### src/rtl/lims_pkg.sv
// constants, register map and types for the line interface mode select block
//
// Summary of operation
// (RULE_01) Strap low: hardware mode, settings come from the dedicated control pins.
// (RULE_02) Strap high: control pins ignored, settings come from software register bits.
// (RULE_03) Rate select high or 1 gives 139.264 Mbit/s, low or 0 gives 155.52.
// (RULE_04) Expected reference frequency comes from rate select and clock select together.
// (RULE_05) Clock select 00, 10 and 11 give the low, middle and high reference frequencies.
// (RULE_06) Media coding high or 1 enables CMI coax; low or 0 selects fiber NRZ.
// (RULE_07) Host select configures the framer port as 4-bit parallel or serial.
// (RULE_08) Host select low or 0 gives serial, timed by the transmit timing controls.
// (RULE_09) Every control takes its pin or its bit, following the strap at each change.
package lims_pkg;

    // apb register byte offsets
    localparam logic [7:0] LIMS_MODE_CTRL_OFS = 8'h00;
    localparam logic [7:0] LIMS_STATUS_OFS = 8'h04;

    // mode control field positions
    localparam int LIMS_RATE_BIT = 0;
    localparam int LIMS_MEDIA_BIT = 1;
    localparam int LIMS_HOST_BIT = 2;
    localparam int LIMS_REFSEL_LSB = 3;
    localparam int LIMS_TIMING_LSB = 5;
    localparam int LIMS_CTRL_WIDTH = 7;

    // status field positions
    localparam int LIMS_ST_CFG_LSB = 0;
    localparam int LIMS_ST_SW_BIT = 7;
    localparam int LIMS_ST_INVALID_BIT = 8;
    localparam int LIMS_ST_DIFF_BIT = 9;
    localparam int LIMS_ST_FREQ_LSB = 12;

    localparam logic [6:0] LIMS_MODE_CTRL_RST = 7'h00;

    // clock select encodings
    localparam logic [1:0] LIMS_REFSEL_LOW = 2'h0;
    localparam logic [1:0] LIMS_REFSEL_MID = 2'h2;
    localparam logic [1:0] LIMS_REFSEL_HIGH = 2'h3;

    // serial transmit timing encodings
    localparam logic [1:0] LIMS_TIMING_SYNC_CLK = 2'h0;
    localparam logic [1:0] LIMS_TIMING_PLESIO = 2'h1;
    localparam logic [1:0] LIMS_TIMING_SYNC_DATA = 2'h2;
    localparam logic [1:0] LIMS_TIMING_LOOP = 2'h3;

    // expected reference frequencies in kHz
    localparam logic [17:0] LIMS_FREQ_19440 = 18'h04BF0;
    localparam logic [17:0] LIMS_FREQ_17408 = 18'h04400;
    localparam logic [17:0] LIMS_FREQ_77760 = 18'h12FC0;
    localparam logic [17:0] LIMS_FREQ_155520 = 18'h25F80;
    localparam logic [17:0] LIMS_FREQ_139264 = 18'h22000;
    localparam logic [17:0] LIMS_FREQ_NONE = 18'h00000;

    typedef struct packed {
        logic [1:0] timing;
        logic [1:0] refsel;
        logic host_parallel;
        logic media_cmi;
        logic rate_e4;
    } lims_cfg_t;

    typedef struct packed {
        logic [17:0] khz;
        logic invalid;
        logic differential;
    } lims_ref_t;

endpackage

### src/rtl/lims_mode_select.sv
// configuration source selection and mode decode with an apb register port
//
// The placing of the registers and the APB slave port were decided locally.
`timescale 1ns/1ps
`default_nettype none

module lims_mode_select
    import lims_pkg::*;
(
    input wire logic pclk,
    input wire logic presetn,
    input wire logic psel,
    input wire logic penable,
    input wire logic pwrite,
    input wire logic [7:0] paddr,
    input wire logic [31:0] pwdata,
    input wire logic [3:0] pstrb,
    output logic [31:0] prdata,
    output logic pready,
    output logic pslverr,
    input wire logic config_source_strap,
    input wire logic rate_select_pin,
    input wire logic media_coding_pin,
    input wire logic host_interface_select_pin,
    input wire logic [1:0] ref_clock_select_pin,
    input wire logic [1:0] tx_timing_mode_pin,
    output logic software_mode,
    output logic line_rate_e4,
    output logic cmi_enable,
    output logic host_parallel,
    output logic [1:0] serial_timing_mode,
    output logic serial_timing_valid,
    output logic [1:0] ref_clock_select,
    output logic [17:0] ref_freq_khz,
    output logic ref_clock_invalid,
    output logic ref_clock_differential
);

    // register decode result, shared by read capture and write strobe
    typedef enum logic [1:0] {
        LIMS_ADDR_NONE,
        LIMS_ADDR_CTRL,
        LIMS_ADDR_STATUS
    } lims_addr_t;

    logic [6:0] mode_ctrl_reg;
    lims_cfg_t pin_cfg;
    lims_cfg_t sw_cfg;
    lims_cfg_t eff_cfg;
    lims_ref_t ref_next;
    lims_cfg_t cfg_reg;
    lims_ref_t ref_reg;
    logic sw_mode_reg;
    logic [31:0] prdata_reg;
    logic pslverr_reg;
    logic setup_phase;
    logic access_phase;
    logic [31:0] status_word;
    lims_addr_t addr_hit;

    // expected reference frequency from rate and clock select together
    function automatic lims_ref_t ref_decode(input logic e4,
                                             input logic [1:0] sel);
        lims_ref_t r;
        r = '{khz: LIMS_FREQ_NONE, invalid: 1'b1, differential: 1'b0};
        if (sel == LIMS_REFSEL_LOW) begin // [RULE_05]
            r.khz = e4 ? LIMS_FREQ_17408 : LIMS_FREQ_19440; // [RULE_04]
            r.invalid = 1'b0;
        end else if (sel == LIMS_REFSEL_MID) begin
            // middle frequency has no counterpart at the e4 rate
            r.khz = e4 ? LIMS_FREQ_NONE : LIMS_FREQ_77760; // [RULE_05]
            r.invalid = e4;
        end else if (sel == LIMS_REFSEL_HIGH) begin
            r.khz = e4 ? LIMS_FREQ_139264 : LIMS_FREQ_155520; // [RULE_04]
            r.invalid = 1'b0;
            r.differential = 1'b1;
        end
        return r;
    endfunction

    // the timing pin has only three levels, so loop timing is software only
    function automatic logic [1:0] pin_timing(input logic [1:0] p);
        logic [1:0] t;
        t = p;
        if (p == LIMS_TIMING_LOOP) begin
            t = LIMS_TIMING_SYNC_CLK;
        end
        return t;
    endfunction

    // one decode keeps read capture and write strobe from drifting apart
    function automatic lims_addr_t addr_decode(input logic [7:0] a);
        lims_addr_t d;
        d = LIMS_ADDR_NONE;
        if (a == LIMS_MODE_CTRL_OFS) begin
            d = LIMS_ADDR_CTRL;
        end else if (a == LIMS_STATUS_OFS) begin
            d = LIMS_ADDR_STATUS;
        end
        return d;
    endfunction

    always_comb begin
        addr_hit = addr_decode(paddr);
    end

    // pins are taken as synchronous, so no resync stage sits here
    always_comb begin
        pin_cfg.rate_e4 = rate_select_pin;
        pin_cfg.media_cmi = media_coding_pin;
        pin_cfg.host_parallel = host_interface_select_pin;
        pin_cfg.refsel = ref_clock_select_pin;
        pin_cfg.timing = pin_timing(tx_timing_mode_pin);
    end

    always_comb begin
        sw_cfg.rate_e4 = mode_ctrl_reg[LIMS_RATE_BIT];
        sw_cfg.media_cmi = mode_ctrl_reg[LIMS_MEDIA_BIT];
        sw_cfg.host_parallel = mode_ctrl_reg[LIMS_HOST_BIT];
        sw_cfg.refsel = mode_ctrl_reg[LIMS_REFSEL_LSB +: 2];
        sw_cfg.timing = mode_ctrl_reg[LIMS_TIMING_LSB +: 2];
    end

    // strap low takes the pins, strap high takes the register bits
    always_comb begin
        if (config_source_strap) begin
            eff_cfg = sw_cfg; // [RULE_02] [RULE_09]
        end else begin
            eff_cfg = pin_cfg; // [RULE_01] [RULE_09]
        end
    end

    always_comb begin
        ref_next = ref_decode(eff_cfg.rate_e4, eff_cfg.refsel); // [RULE_04]
    end

    // one register stage so that all mode outputs change together
    always_ff @(posedge pclk or negedge presetn) begin
        if (!presetn) begin
            cfg_reg <= '0;
        end else begin
            cfg_reg <= eff_cfg; // [RULE_09]
        end
    end

    // the mode flag shares the stage so it never leads the settings
    always_ff @(posedge pclk or negedge presetn) begin
        if (!presetn) begin
            sw_mode_reg <= 1'b0;
        end else begin
            sw_mode_reg <= config_source_strap; // [RULE_02]
        end
    end

    always_ff @(posedge pclk or negedge presetn) begin
        if (!presetn) begin
            ref_reg <= '{khz: LIMS_FREQ_NONE, invalid: 1'b0,
                         differential: 1'b0};
        end else begin
            ref_reg <= ref_next;
        end
    end

    assign software_mode = sw_mode_reg;
    assign line_rate_e4 = cfg_reg.rate_e4; // [RULE_03]
    assign cmi_enable = cfg_reg.media_cmi; // [RULE_06]
    assign host_parallel = cfg_reg.host_parallel; // [RULE_07]
    // timing controls only steer the port while it is serial
    assign serial_timing_valid = !cfg_reg.host_parallel; // [RULE_08]
    assign serial_timing_mode = cfg_reg.timing; // [RULE_08]
    assign ref_clock_select = cfg_reg.refsel;
    assign ref_freq_khz = ref_reg.khz;
    assign ref_clock_invalid = ref_reg.invalid;
    assign ref_clock_differential = ref_reg.differential;

    // apb: read data is captured in setup so the access phase needs no wait
    assign setup_phase = psel && !penable;
    assign access_phase = psel && penable;
    assign pready = access_phase;
    assign prdata = prdata_reg;
    assign pslverr = access_phase && pslverr_reg;

    always_comb begin
        status_word = 32'h0000_0000;
        status_word[LIMS_ST_CFG_LSB +: LIMS_CTRL_WIDTH] = cfg_reg;
        status_word[LIMS_ST_SW_BIT] = sw_mode_reg;
        status_word[LIMS_ST_INVALID_BIT] = ref_reg.invalid;
        status_word[LIMS_ST_DIFF_BIT] = ref_reg.differential;
        status_word[LIMS_ST_FREQ_LSB +: 18] = ref_reg.khz;
    end

    always_ff @(posedge pclk or negedge presetn) begin
        if (!presetn) begin
            prdata_reg <= 32'h0000_0000;
        end else if (setup_phase) begin
            prdata_reg <= 32'h0000_0000;
            if (!pwrite && addr_hit == LIMS_ADDR_CTRL) begin
                prdata_reg <= {25'h0, mode_ctrl_reg};
            end else if (!pwrite && addr_hit == LIMS_ADDR_STATUS) begin
                prdata_reg <= status_word;
            end
        end
    end

    // an unmapped address answers with an error, still with no wait state
    always_ff @(posedge pclk or negedge presetn) begin
        if (!presetn) begin
            pslverr_reg <= 1'b0;
        end else if (setup_phase) begin
            pslverr_reg <= (addr_hit == LIMS_ADDR_NONE);
        end
    end

    // control bits live in byte lane 0; the register is kept in both modes
    always_ff @(posedge pclk or negedge presetn) begin
        if (!presetn) begin
            mode_ctrl_reg <= LIMS_MODE_CTRL_RST;
        end else if (access_phase && pwrite && pstrb[0]
                     && addr_hit == LIMS_ADDR_CTRL) begin
            mode_ctrl_reg <= pwdata[6:0]; // [RULE_02]
        end
    end

endmodule

`default_nettype wire

### config.mk
export PLATFORM = sky130hd
export DESIGN_NAME = lims_mode_select
export DESIGN_NICKNAME = d
export VERILOG_FILES = /design/src/rtl/lims_pkg.sv /design/src/rtl/lims_mode_select.sv
export SDC_FILE = /design/constraint.sdc
export NUM_CORES = 1
export LEC_CHECK = 0
export ABC_AREA = 1
export ABC_CLOCK_PERIOD_IN_PS = 1350
export BUFFER_PORTS_ARGS = -buffer_cell sky130_fd_sc_hd__buf_2
export CAP_MARGIN = 10
export CORE_MARGIN = 8
export CORE_UTILIZATION = 50
export CTS_BUF_LIST = sky130_fd_sc_hd__clkbuf_4
export DETAILED_ROUTE_END_ITERATION = 8
export GPL_TIMING_DRIVEN = 0
export HOLD_SLACK_MARGIN = 0.15
export MAX_ROUTING_LAYER = met4
export PLACE_DENSITY = 0.88
export SKIP_LAST_GASP = 1
export SLEW_MARGIN = 10
export SYNTH_ARGS = -nofsm -noshare
export SYNTH_HDL_FRONTEND = slang
export SYNTH_SLANG_ARGS = --single-unit
### constraint.sdc
create_clock -name pclk -period 1.35 [get_ports pclk]
set_input_delay 0.0675 -clock pclk [delete_from_list [all_inputs] [get_ports pclk]]
set_output_delay 0.0675 -clock pclk [all_outputs]
set_load 0.05 [all_outputs]
==> results of run 1 <==
cell families after synthesis:
group	share of synthesized area, %
other	0.171
AO/OA/AOI/OAI	8.56
buffers and inverters	14.6
flip-flops	50.2
AND/OR/NAND/NOR	26.5
per-layer routing:
layer | wire [µm] | up-vias | GRT usage (%)
li1 | - | 944 | -
met1 | 2010 | 822 | 18.4
met2 | 2800 | 51 | 29.2
met3 | 298 | 14 | 3.03
met4 | 149 | 0 | 8.07
met5 | 0 | - | -
what timing repair did:
item | 4_1_cts | 5_1_grt
hold endpoints to repair | 72 | 0
endpoints found under the setup margin | 0 | 15
gates resized for setup | 0 | 1
hold buffers | 22 | 0
synth_stat cells (2+ instances only):
cell | number | area (µm²)
sky130_fd_sc_hd__clkbuf_1 | 2 | 7.51
sky130_fd_sc_hd__nand2_1 | 70 | 263
sky130_fd_sc_hd__nor2_8 | 2 | 40.0
sky130_fd_sc_hd__nor2_2 | 3 | 18.8
sky130_fd_sc_hd__inv_1 | 20 | 75.1
sky130_fd_sc_hd__buf_6 | 2 | 22.5
sky130_fd_sc_hd__inv_2 | 3 | 11.3
sky130_fd_sc_hd__nand3_1 | 17 | 85.1
sky130_fd_sc_hd__o21ai_2 | 17 | 149
sky130_fd_sc_hd__dfrtp_1 | 44 | 1100
sky130_fd_sc_hd__nor2_1 | 7 | 26.3
sky130_fd_sc_hd__buf_4 | 26 | 195
sky130_fd_sc_hd__nand2_2 | 2 | 12.5
sky130_fd_sc_hd__nand3_2 | 9 | 90.1
sky130_fd_sc_hd__o21ai_1 | 5 | 25.0
worst min-delay path: stages:
cell	delay (ns)
sky130_fd_sc_hd__buf_2	0.11
sky130_fd_sc_hd__nand3_4	0.10
sky130_fd_sc_hd__buf_6	0.15
sky130_fd_sc_hd__o21ai_2	0.05
stage by stage:
stage                     instances  power (mW)  hold WS [ns]  utilization, %  TNS [ns]
after CTS                       409        2.61         0.163            69.0         0
final                           408        2.60         0.162            69.0         0
after floorplan                 251        1.82        -0.228               -         0
after global placement          380        1.97         0.191            62.7         0
after detailed placement        380        1.98         0.198            62.7         0
after global routing            408        2.70         0.168            69.0   -0.0542
where the power goes:
| group | internal, mW | leakage (nW) | switching, mW |
|---|---|---|---|
| Combinational | 0.173 | 1.13 | 0.438 |
| Sequential | 1.36 | 0.589 | 0.0270 |
| Clock | 0.212 | 0.0315 | 0.392 |
final timing paths:
check,start,to
max,paddr[7],mode_ctrl_reg[2]$_DFFE_PN0P_
min,pstrb[0],mode_ctrl_reg[4]$_DFFE_PN0P_
max reg2reg,mode_ctrl_reg[2]$_DFFE_PN0P_,mode_ctrl_reg[2]$_DFFE_PN0P_
min reg2reg,prdata[4]$_DFFE_PN0P_,prdata[4]$_DFFE_PN0P_
max in group asynchronous,presetn,prdata[6]$_DFFE_PN0P_
min in group asynchronous,presetn,prdata[17]$_DFFE_PN0P_
cell type report:
cell class                      instances  area (µm²)
Timing Repair Buffer                   99         606
Inverter                               24        90.1
Sequential cell                        44        1100
Buffer                                 30         226
Clock inverter                          1        5.00
Tap cell                               52        65.1
Clock buffer                            6        45.0
Fill cell                             324        1330
Multi-Input combinational cell        152         823
==> impl_metrics.toml, run 1 <==
[critical_path]
cp_cell_sequence = "buf_2 -> nor2_2 -> nand2_4 -> nor2_8 -> nand3_4 -> buf_6 -> o21ai_2 -> dlygate4sd3_1"
start_kind = "primary input"
critical_path.top_delay_family = "buffers and inverters"
timing.critical_path.slowest_cell_delay_ns = 0.57
worst-endpoint-required_ns = 1.64
worst-path-stages = 8
rr_worst_depth = 3
end_kind = "flip-flop"
critPathSlowestCell = "sky130_fd_sc_hd__dlygate4sd3_1"
critical_path.max_fanout = 10
reg2reg_setup_slack_ns = 0.11
critical_path.n_buffers_inverters = 3
critical_path_class = "in -> reg"
timing.critical_path.arrival_ns = 1.57

[clock_tree]
tritoncts = "done"
clk_latency_ns = 0.35
cts.clk_slew.worst_paths_ns = 0.12
cts.path.max_buffers = 2
post-cts-setup-buffers = 0
cts_root_buf = "sky130_fd_sc_hd__clkbuf_4"
clock-sinks = 44
cts.htree.levels = 2
cts-buffers-inserted = 5

[hold_path]
worst_hold_path_type = "in -> reg"
min_delay_path_depth = 4

[synthesis]
post_synth.cell_area_avg_um2 = 9.22
yosys_warnings = 0
synth-edff-count = 0
synthCells = 238
synthDistinctLibCells = 24
ys_seq_elements = 44
synthFlopType = "sky130_fd_sc_hd__dfrtp_1"
ys_async_sr_fraction_pct = 100
synthesis.area_um2 = 2190
synth_sequential_area_ratio_pct = 50.2

[timing]
worst-slew-pin-transition_ns = 0.949
endpoints_failing_setup = 0
max_slew_margin_pct = 36.7
worst_clock_skew_ns = 0.00807
achievable-frequency_mhz = 781
finalHoldViolations = 0
final.period_utilization_pct = 94.8
setup_repair_after_global_routing_missed_its_margin = "true"
finalWorstPathRequiredPeriod_ns = 1.28
slew_violations = 0
final_critical_path_setup_slack_ns = 0.0701

[final_layout]
final_nets = 413
design_area_um2 = 2960
largest_register_ff_count = 18
final_common_cell = "sky130_fd_sc_hd__buf_2"
areaGrowthSynthToFinish_pct = 35.0
final_layout_size_suffix_gt1_share_pct = 43.0
layout_common_cells = "sky130_fd_sc_hd__buf_2, sky130_fd_sc_hd__nand2_1, sky130_fd_sc_hd__dfrtp_1"
antennaDiodeCount = 0

[placed_design]
post_dp_cell_area_um2 = 2690
gp_congestion = 0.807
port_buffers = 77
dp_hpwl_mm = 4.08
dp_slack_ns = 0.210

[drt]
finalWirelength_mm = 5.25
vias_per_inst = 4.49
drt_iter0_drc = 83
drc = 0
drtAntennaViolNets = 0
post_drt_wl_per_cell_um = 12.9
via_count = 1831
drtPass1Iterations = 4

[power]
peakVddDrop_uv = 639
leakage_power_total_nw = 1.75
power_density_nw_per_um2 = 877

[grt]
grt_usage_pct = 16.9
initial_antenna_violation_count = 0
maximum_number_of_pins_on_one_net_before_global_route_repair = 45
vias_in_the_first_global_route = 1895
global_route_wire_length_before_repair_mm = 8.69
globalRouteOverflowTotal = 0

[die]
die_area_um2 = 6760
placementRows = 24
floorplan.initialDensity_pct = 51.1
die-width_um = 82.2
core_area_um2 = 4290
floorplan.die.height_um = 82.2
io_pins = 120

[run_status]
run_status = "finished clean"

[job]
max_cap_violations = 0
Note: power is estimated with default switching activity, not from simulation.
==> run 2: changes to the inputs <==
Settings changed: ABC_AREA 1 to not set, CORE_UTILIZATION 50 to 48.
==> run 2 against run 1 <==
Compared with the run above: fmax down 2.7%; count of clock-buffer cells in the layout down 1; core utilization up 1.4 points; hold slack worse by 0.12 ns; sequential power about the same; global-route usage up 0.60 points; highest routed layer unchanged.
==> impl_metrics.toml, run 2 <==
[run_status]
run_status = "finished clean"

[power]
power.switching_fraction_pct = 31.3
power_report.internal_total_mw = 1.93
power_dissipated_by_switching_net_loads_uw = 879
p_clk_share_pct = 30.6
peakVddDrop_uv = 639
leakage_power_total_nw = 1.55
seq_power_share_pct = 48.8
combinationalPowerShare_pct = 20.6
power_density_nw_per_um2 = 1010

[timing]
final_critical_path_setup_slack_ns = 0.0347
worst-slew-pin-transition_ns = 0.952
endpoints_failing_setup = 0
setup_tns_ns = 0
achievable-frequency_mhz = 760
final.period_utilization_pct = 97.4
worst_clock_skew_ns = 0.0216
max_slew_margin_pct = 36.6
slew_violations = 0
finalWorstPathRequiredPeriod_ns = 1.32
setup_repair_after_global_routing_missed_its_margin = "false"
finalHoldViolations = 0

[critical_path]
critical_path.max_fanout = 9
critical_path.startpoint = "paddr[2]"
timing.critical_path.slowest_cell_delay_ns = 0.55
critical_path_class = "in -> reg"
cp_cell_sequence = "dlygate4sd3_1 -> buf_6 -> and3b_2 -> nand4_4 -> mux2_4"
critPathSlowestCell = "sky130_fd_sc_hd__dlygate4sd3_1"
reg2reg_from = "mode_ctrl_reg[4]$_DFFE_PN0P_"
worst-endpoint-required_ns = 1.61
timing.critical_path.arrival_ns = 1.57
end_kind = "flip-flop"
start_kind = "primary input"

[grt]
globalRouteOverflowTotal = 0
maximum_number_of_pins_on_one_net_before_global_route_repair = 45
vias_in_the_first_global_route = 1672
initial_antenna_violation_count = 0
global_route_wire_length_before_repair_mm = 8.45
grt_usage_pct = 17.5

[synthesis]
post-synth-top-area-fraction_pct = 56.3
ys_async_sr_fraction_pct = 100
synthesis.area_um2 = 1960
synth-edff-count = 0
ys_seq_elements = 44
yosys.cell_count.top_type = "sky130_fd_sc_hd__dfrtp_1"
synth_top_area_cell = "sky130_fd_sc_hd__dfrtp_1"
yosys_warnings = 0
post_synth_most_frequent_cells = "sky130_fd_sc_hd__dfrtp_1, sky130_fd_sc_hd__buf_4, sky130_fd_sc_hd__nand2_1"
netlist_top_cells_area = "sky130_fd_sc_hd__dfrtp_1, sky130_fd_sc_hd__buf_4, sky130_fd_sc_hd__mux2_2"
synthFlopType = "sky130_fd_sc_hd__dfrtp_1"
synthCells = 156
synthDistinctLibCells = 29
post_synth.cell_area_avg_um2 = 12.5
synth_sequential_area_ratio_pct = 56.3

[die]
die_area_um2 = 6380
die-width_um = 79.9
floorplan.die.height_um = 79.9
placementRows = 23
io_pins = 120
core_area_um2 = 3970
floorplan.initialDensity_pct = 49.3

[placed_design]
post_dp_cell_area_um2 = 2450
port_buffers = 76
gp_congestion = 0.736
dp_hpwl_mm = 3.67
numPlacedInstances = 295
dp_slack_ns = 0.0578

[clock_tree]
tritoncts = "done"
cts.clk_slew.worst_paths_ns = 0.14
cts.path.max_buffers = 2
cts-hold-fix-buffers = 25
clock-sinks = 44
cts_root_buf = "sky130_fd_sc_hd__clkbuf_4"
cts.htree.levels = 2
cts-buffers-inserted = 5
clk_latency_ns = 0.38

[final_layout]
finalCoreUtilization_pct = 70.4
final_common_cell = "sky130_fd_sc_hd__buf_2"
final_layout_size_suffix_gt1_share_pct = 50.2
areaGrowthSynthToFinish_pct = 42.9
largest_register_ff_count = 18
antennaDiodeCount = 0
n_fill_cell = 290
regArea_um2 = 1100
design_area_um2 = 2800
layout_common_cells = "sky130_fd_sc_hd__buf_2, sky130_fd_sc_hd__dfrtp_1, sky130_fd_sc_hd__buf_4"
final_nets = 333
area_occupied_by_multi_input_gates_um2 = 687
final_cells = 327

[hold_path]
worst_hold_path_type = "in -> reg"
hold_path.startpoint = "paddr[1]"

[job]
max_cap_violations = 0

[drt]
via_count = 1599
drt_iter0_drc = 105
vias_per_inst = 4.89
drc = 0
finalWirelength_mm = 5.36
post_drt_wl_per_cell_um = 16.4
drtAntennaViolNets = 0
drtPass1Iterations = 5
==> run 2: final timing paths <==
check	endpoint	slack [ns]	depth (start not counted)
min in group asynchronous	mode_ctrl_reg[5]$_DFFE_PN0P_	0.39	2
worst min register to register	prdata[2]$_DFFE_PN0P_	0.49	2
worst min-delay path	pslverr_reg$_DFFE_PN0P_	0.04	3
worst max register to register	ref_clock_differential$_DFF_PN0_	0.08	3
worst max-delay path	mode_ctrl_reg[1]$_DFFE_PN0P_	0.03	5
max in group asynchronous	mode_ctrl_reg[4]$_DFFE_PN0P_	0.36	2
==> run 2: timing repair <==
item	in CTS	in global routing
endpoints found under the hold margin	74	3
setup buffers	0	0
gates resized for setup	0	7
endpoints found under the setup margin	0	12
==> run 2: per-layer routing <==
metal  part of all wire [%]  global-route usage, %  up-vias
met3                    8.3                   4.95       23
li1                       -                      -      747
met4                    4.8                   10.7        0
met5                      0                      -        -
met1                     36                   18.1      746
met2                     51                   29.1       83
==> run 2: kinds of logic (layout without fill, tap and decap cells) <==
kind of cell / count (synthesis) / count (layout) / share of synthesized area, %
DFF: 44 / 44 / 56.3
buffers and inverters: 33 / 141 / 11.7
and+or+nand+nor: 32 / 32 / 9.97
AOI/OAI and AO/OA: 26 / 26 / 10.5
muxes: 20 / 20 / 11.3
other: 1 / 14 / 0.192
==> run 2: per-stage QoR <==
stage               power, mW  hold slack (ns)
floorplan                1.77           -0.228
global placement         1.90            0.211
detailed placement       1.91            0.210
CTS                      2.81           0.0517
global route             2.92           0.0704
finish                   2.81           0.0409
==> run 2: critical path: cells and delay by family <==
kind	cells	cell delay, ns
and+or+nand+nor	2	0.44
buffers and inverters	2	0.71
muxes	1	0.35
==> run 2: power by group through the flow <==
| stage | sequential [mW] | combinational, mW | clock (mW) |
|---|---|---|---|
| 2_1_floorplan | 1.50 | 0.268 | 0 |
| 6_report | 1.37 | 0.579 | 0.861 |
| 3_5_place_dp | 1.40 | 0.516 | 0 |
| 3_3_place_gp | 1.39 | 0.510 | 0 |
| 5_1_grt | 1.37 | 0.614 | 0.929 |
| 4_1_cts | 1.37 | 0.571 | 0.870 |
==> run 2: layout make-up <==
type / count / share of cell area (%)
Clock buffer: 5 / 1.34
Sequential cell: 44 / 39.4
Clock inverter: 3 / 1.70
Multi-Input combinational cell: 92 / 24.6
Buffer: 30 / 7.92
Timing Repair Buffer: 100 / 22.5
Tap cell: 50 / 2.24
Inverter: 3 / 0.403
==> run 3: changes to the inputs <==
Settings changed: SETUP_SLACK_MARGIN set to 0.5.
==> run 3 against run 2 <==
Compared with the run above: the run now ends with hold timing left; non-clock buffer count increased by 39; clock skew grew 0.0012 ns; count of clock-buffer cells in the layout increased by 1; design area is 36% higher; core utilization is 25 points higher; first-iteration DRC count grew 33%; combinational power up 38%; critical endpoint is now ref_freq_khz[10]$_DFF_PN0_; largest cell class is now buffers.
==> impl_metrics.toml, run 3 (same netlist as run 2, synthesis figures left out) <==
[grt]
global_route_wire_length_before_repair_mm = 9.95
vias_in_the_first_global_route = 1942
initial_antenna_violation_count = 0
globalRouteOverflowTotal = 0
maximum_number_of_pins_on_one_net_before_global_route_repair = 45
grt_usage_pct = 20.8

[timing]
max_slew_margin_pct = 35.1
final.period_utilization_pct = 94.3
setup_repair_after_global_routing_missed_its_margin = "true"
achievable-frequency_mhz = 786
worst-slew-pin-transition_ns = 0.974
endpoints_failing_setup = 0
hold_ws_ns = -0.180
finalHoldViolations = 44
worst_clock_skew_ns = 0.0228
setup_tns_ns = 0
finalWorstPathRequiredPeriod_ns = 1.27
slew_violations = 0

[drt]
via_count = 2023
drtPass1Iterations = 4
drtAntennaViolNets = 0
drt_iter0_drc = 140
post_drt_wl_per_cell_um = 26.0
vias_per_inst = 5.53
drc = 0
finalWirelength_mm = 9.53

[die]
floorplan.initialDensity_pct = 49.3
floorplan.die.height_um = 79.9
placementRows = 23
core_area_um2 = 3970
die-width_um = 79.9
io_pins = 120
die_area_um2 = 6380

[clock_tree]
cts.clk_slew.worst_paths_ns = 0.16
cts.path.max_buffers = 2
clk_latency_ns = 0.38
tritoncts = "done"
cts-buffers-inserted = 5
cts_root_buf = "sky130_fd_sc_hd__clkbuf_4"
clock-sinks = 44
cts.htree.levels = 2

[final_layout]
n_fill_cell = 83
finalCoreUtilization_pct = 95.9
final_layout_size_suffix_gt1_share_pct = 75.0
largest_register_ff_count = 18
area_occupied_by_multi_input_gates_um2 = 933
design_area_um2 = 3810
areaGrowthSynthToFinish_pct = 94.6
regArea_um2 = 1120
layout_common_cells = "sky130_fd_sc_hd__buf_6, sky130_fd_sc_hd__buf_4, sky130_fd_sc_hd__buf_2"
final_cells = 366
antennaDiodeCount = 0
final_nets = 372
final_common_cell = "sky130_fd_sc_hd__buf_6"

[placed_design]
dp_hpwl_mm = 3.60
numPlacedInstances = 295
post_dp_cell_area_um2 = 2490
gp_congestion = 0.761
port_buffers = 76

[run_status]
violations = "hold timing"
run_status = "finished, violations left"

[critical_path]
critical_path.max_fanout = 4
worst-endpoint-required_ns = 1.61
end_kind = "flip-flop"
critical_path_class = "in -> reg"
start_kind = "primary input"
timing.critical_path.arrival_ns = 1.54
reg2reg_setup_slack_ns = 0.17

[hold_path]
worst_hold_path_type = "in -> async"

[power]
power_report.internal_total_mw = 1.88
power.switching_fraction_pct = 34.7
combinationalPowerShare_pct = 27.7
seq_power_share_pct = 48.2
leakage_power_total_nw = 1.90
power_density_nw_per_um2 = 758
power_dissipated_by_switching_net_loads_mw = 1.00
p_clk_share_pct = 24.0
peakVddDrop_uv = 635

[job]
max_cap_violations = 0
## run 3: cell count changes in the layout (fill, tap and decap cells not counted), sizes merged
cell          delta
clkinvlp         +2
clkinv           -1
bufinv           -1
dlymetal6s4s     -1
inv              -1
buf             +53
dlygate4sd3     -12
## run 3: layer usage
| layer | GRT usage, % | up-vias | part of all wire [%] | routed length [µm] |
|---|---|---|---|---|
| met2 | 39.8 | 118 | 55 | 5200 |
| met4 | 5.27 | 0 | 1.9 | 185 |
| met5 | - | - | 0 | 0 |
| met3 | 3.27 | 21 | 5.3 | 507 |
| li1 | - | 830 | - | - |
| met1 | 21.3 | 1054 | 38 | 3640 |
## run 3: worst max-delay path, stage by stage
cell and delay [ns]:
sky130_fd_sc_hd__buf_2 0.12, sky130_fd_sc_hd__dlygate4sd3_1 0.66, sky130_fd_sc_hd__mux2_4 0.36, sky130_fd_sc_hd__buf_4 0.17, sky130_fd_sc_hd__nand2b_4 0.08, sky130_fd_sc_hd__mux2i_1 0.08
## run 3: cell type report
cell class              instances  area share [%]
inverters                       3           0.394
well taps                      50            1.64
plain buffers                  30            6.80
multi-input cells              92            24.5
flip-flops and latches         44            29.4
clock buffers                   6            1.18
clock inverters                 2           0.296
repair buffers                139            35.7
## run 3: what timing repair did
item                                    4_1_cts  5_1_grt
pin swaps                                    10       15
gates resized for setup                     138       71
endpoints found under the hold margin        76       53
buffers inserted                             28       23
endpoints found under the setup margin       80       87
hold buffers                                 11        1
## run 3: through the flow
| stage | total power [mW] | hold slack [ns] | setup slack (ns) |
|---|---|---|---|
| floorplan | 1.78 | -0.228 | 0.270 |
| global placement | 1.91 | 0.238 | 0.0705 |
| CTS | 2.71 | -0.141 | 0.185 |
| global route | 2.97 | -0.102 | 0.0976 |
| finish | 2.89 | -0.180 | 0.0772 |
| detailed placement | 1.92 | 0.237 | 0.0469 |
## run 3: path summary, 6_finish.rpt
check                                              from                         end  cells past startpoint
min in group pclk                       rate_select_pin      line_rate_e4$_DFF_PN0_                      2
max reg2reg                mode_ctrl_reg[4]$_DFFE_PN0P_  ref_freq_khz[14]$_DFF_PN0_                      4
min                                             presetn       prdata[6]$_DFFE_PN0P_                      1
min reg2reg                       prdata[3]$_DFFE_PN0P_       prdata[3]$_DFFE_PN0P_                      2
max                                 config_source_strap  ref_freq_khz[10]$_DFF_PN0_                      6
max in group asynchronous                       presetn  ref_freq_khz[11]$_DFF_PN0_                      1
## run 3: power groups by stage
stage | registers (mW) | clock network [mW] | logic (mW)
2_1_floorplan | 1.50 | 0 | 0.273
3_3_place_gp | 1.40 | 0 | 0.516
3_5_place_dp | 1.40 | 0 | 0.523
4_1_cts | 1.38 | 0.653 | 0.676
5_1_grt | 1.40 | 0.749 | 0.824
6_report | 1.39 | 0.694 | 0.801
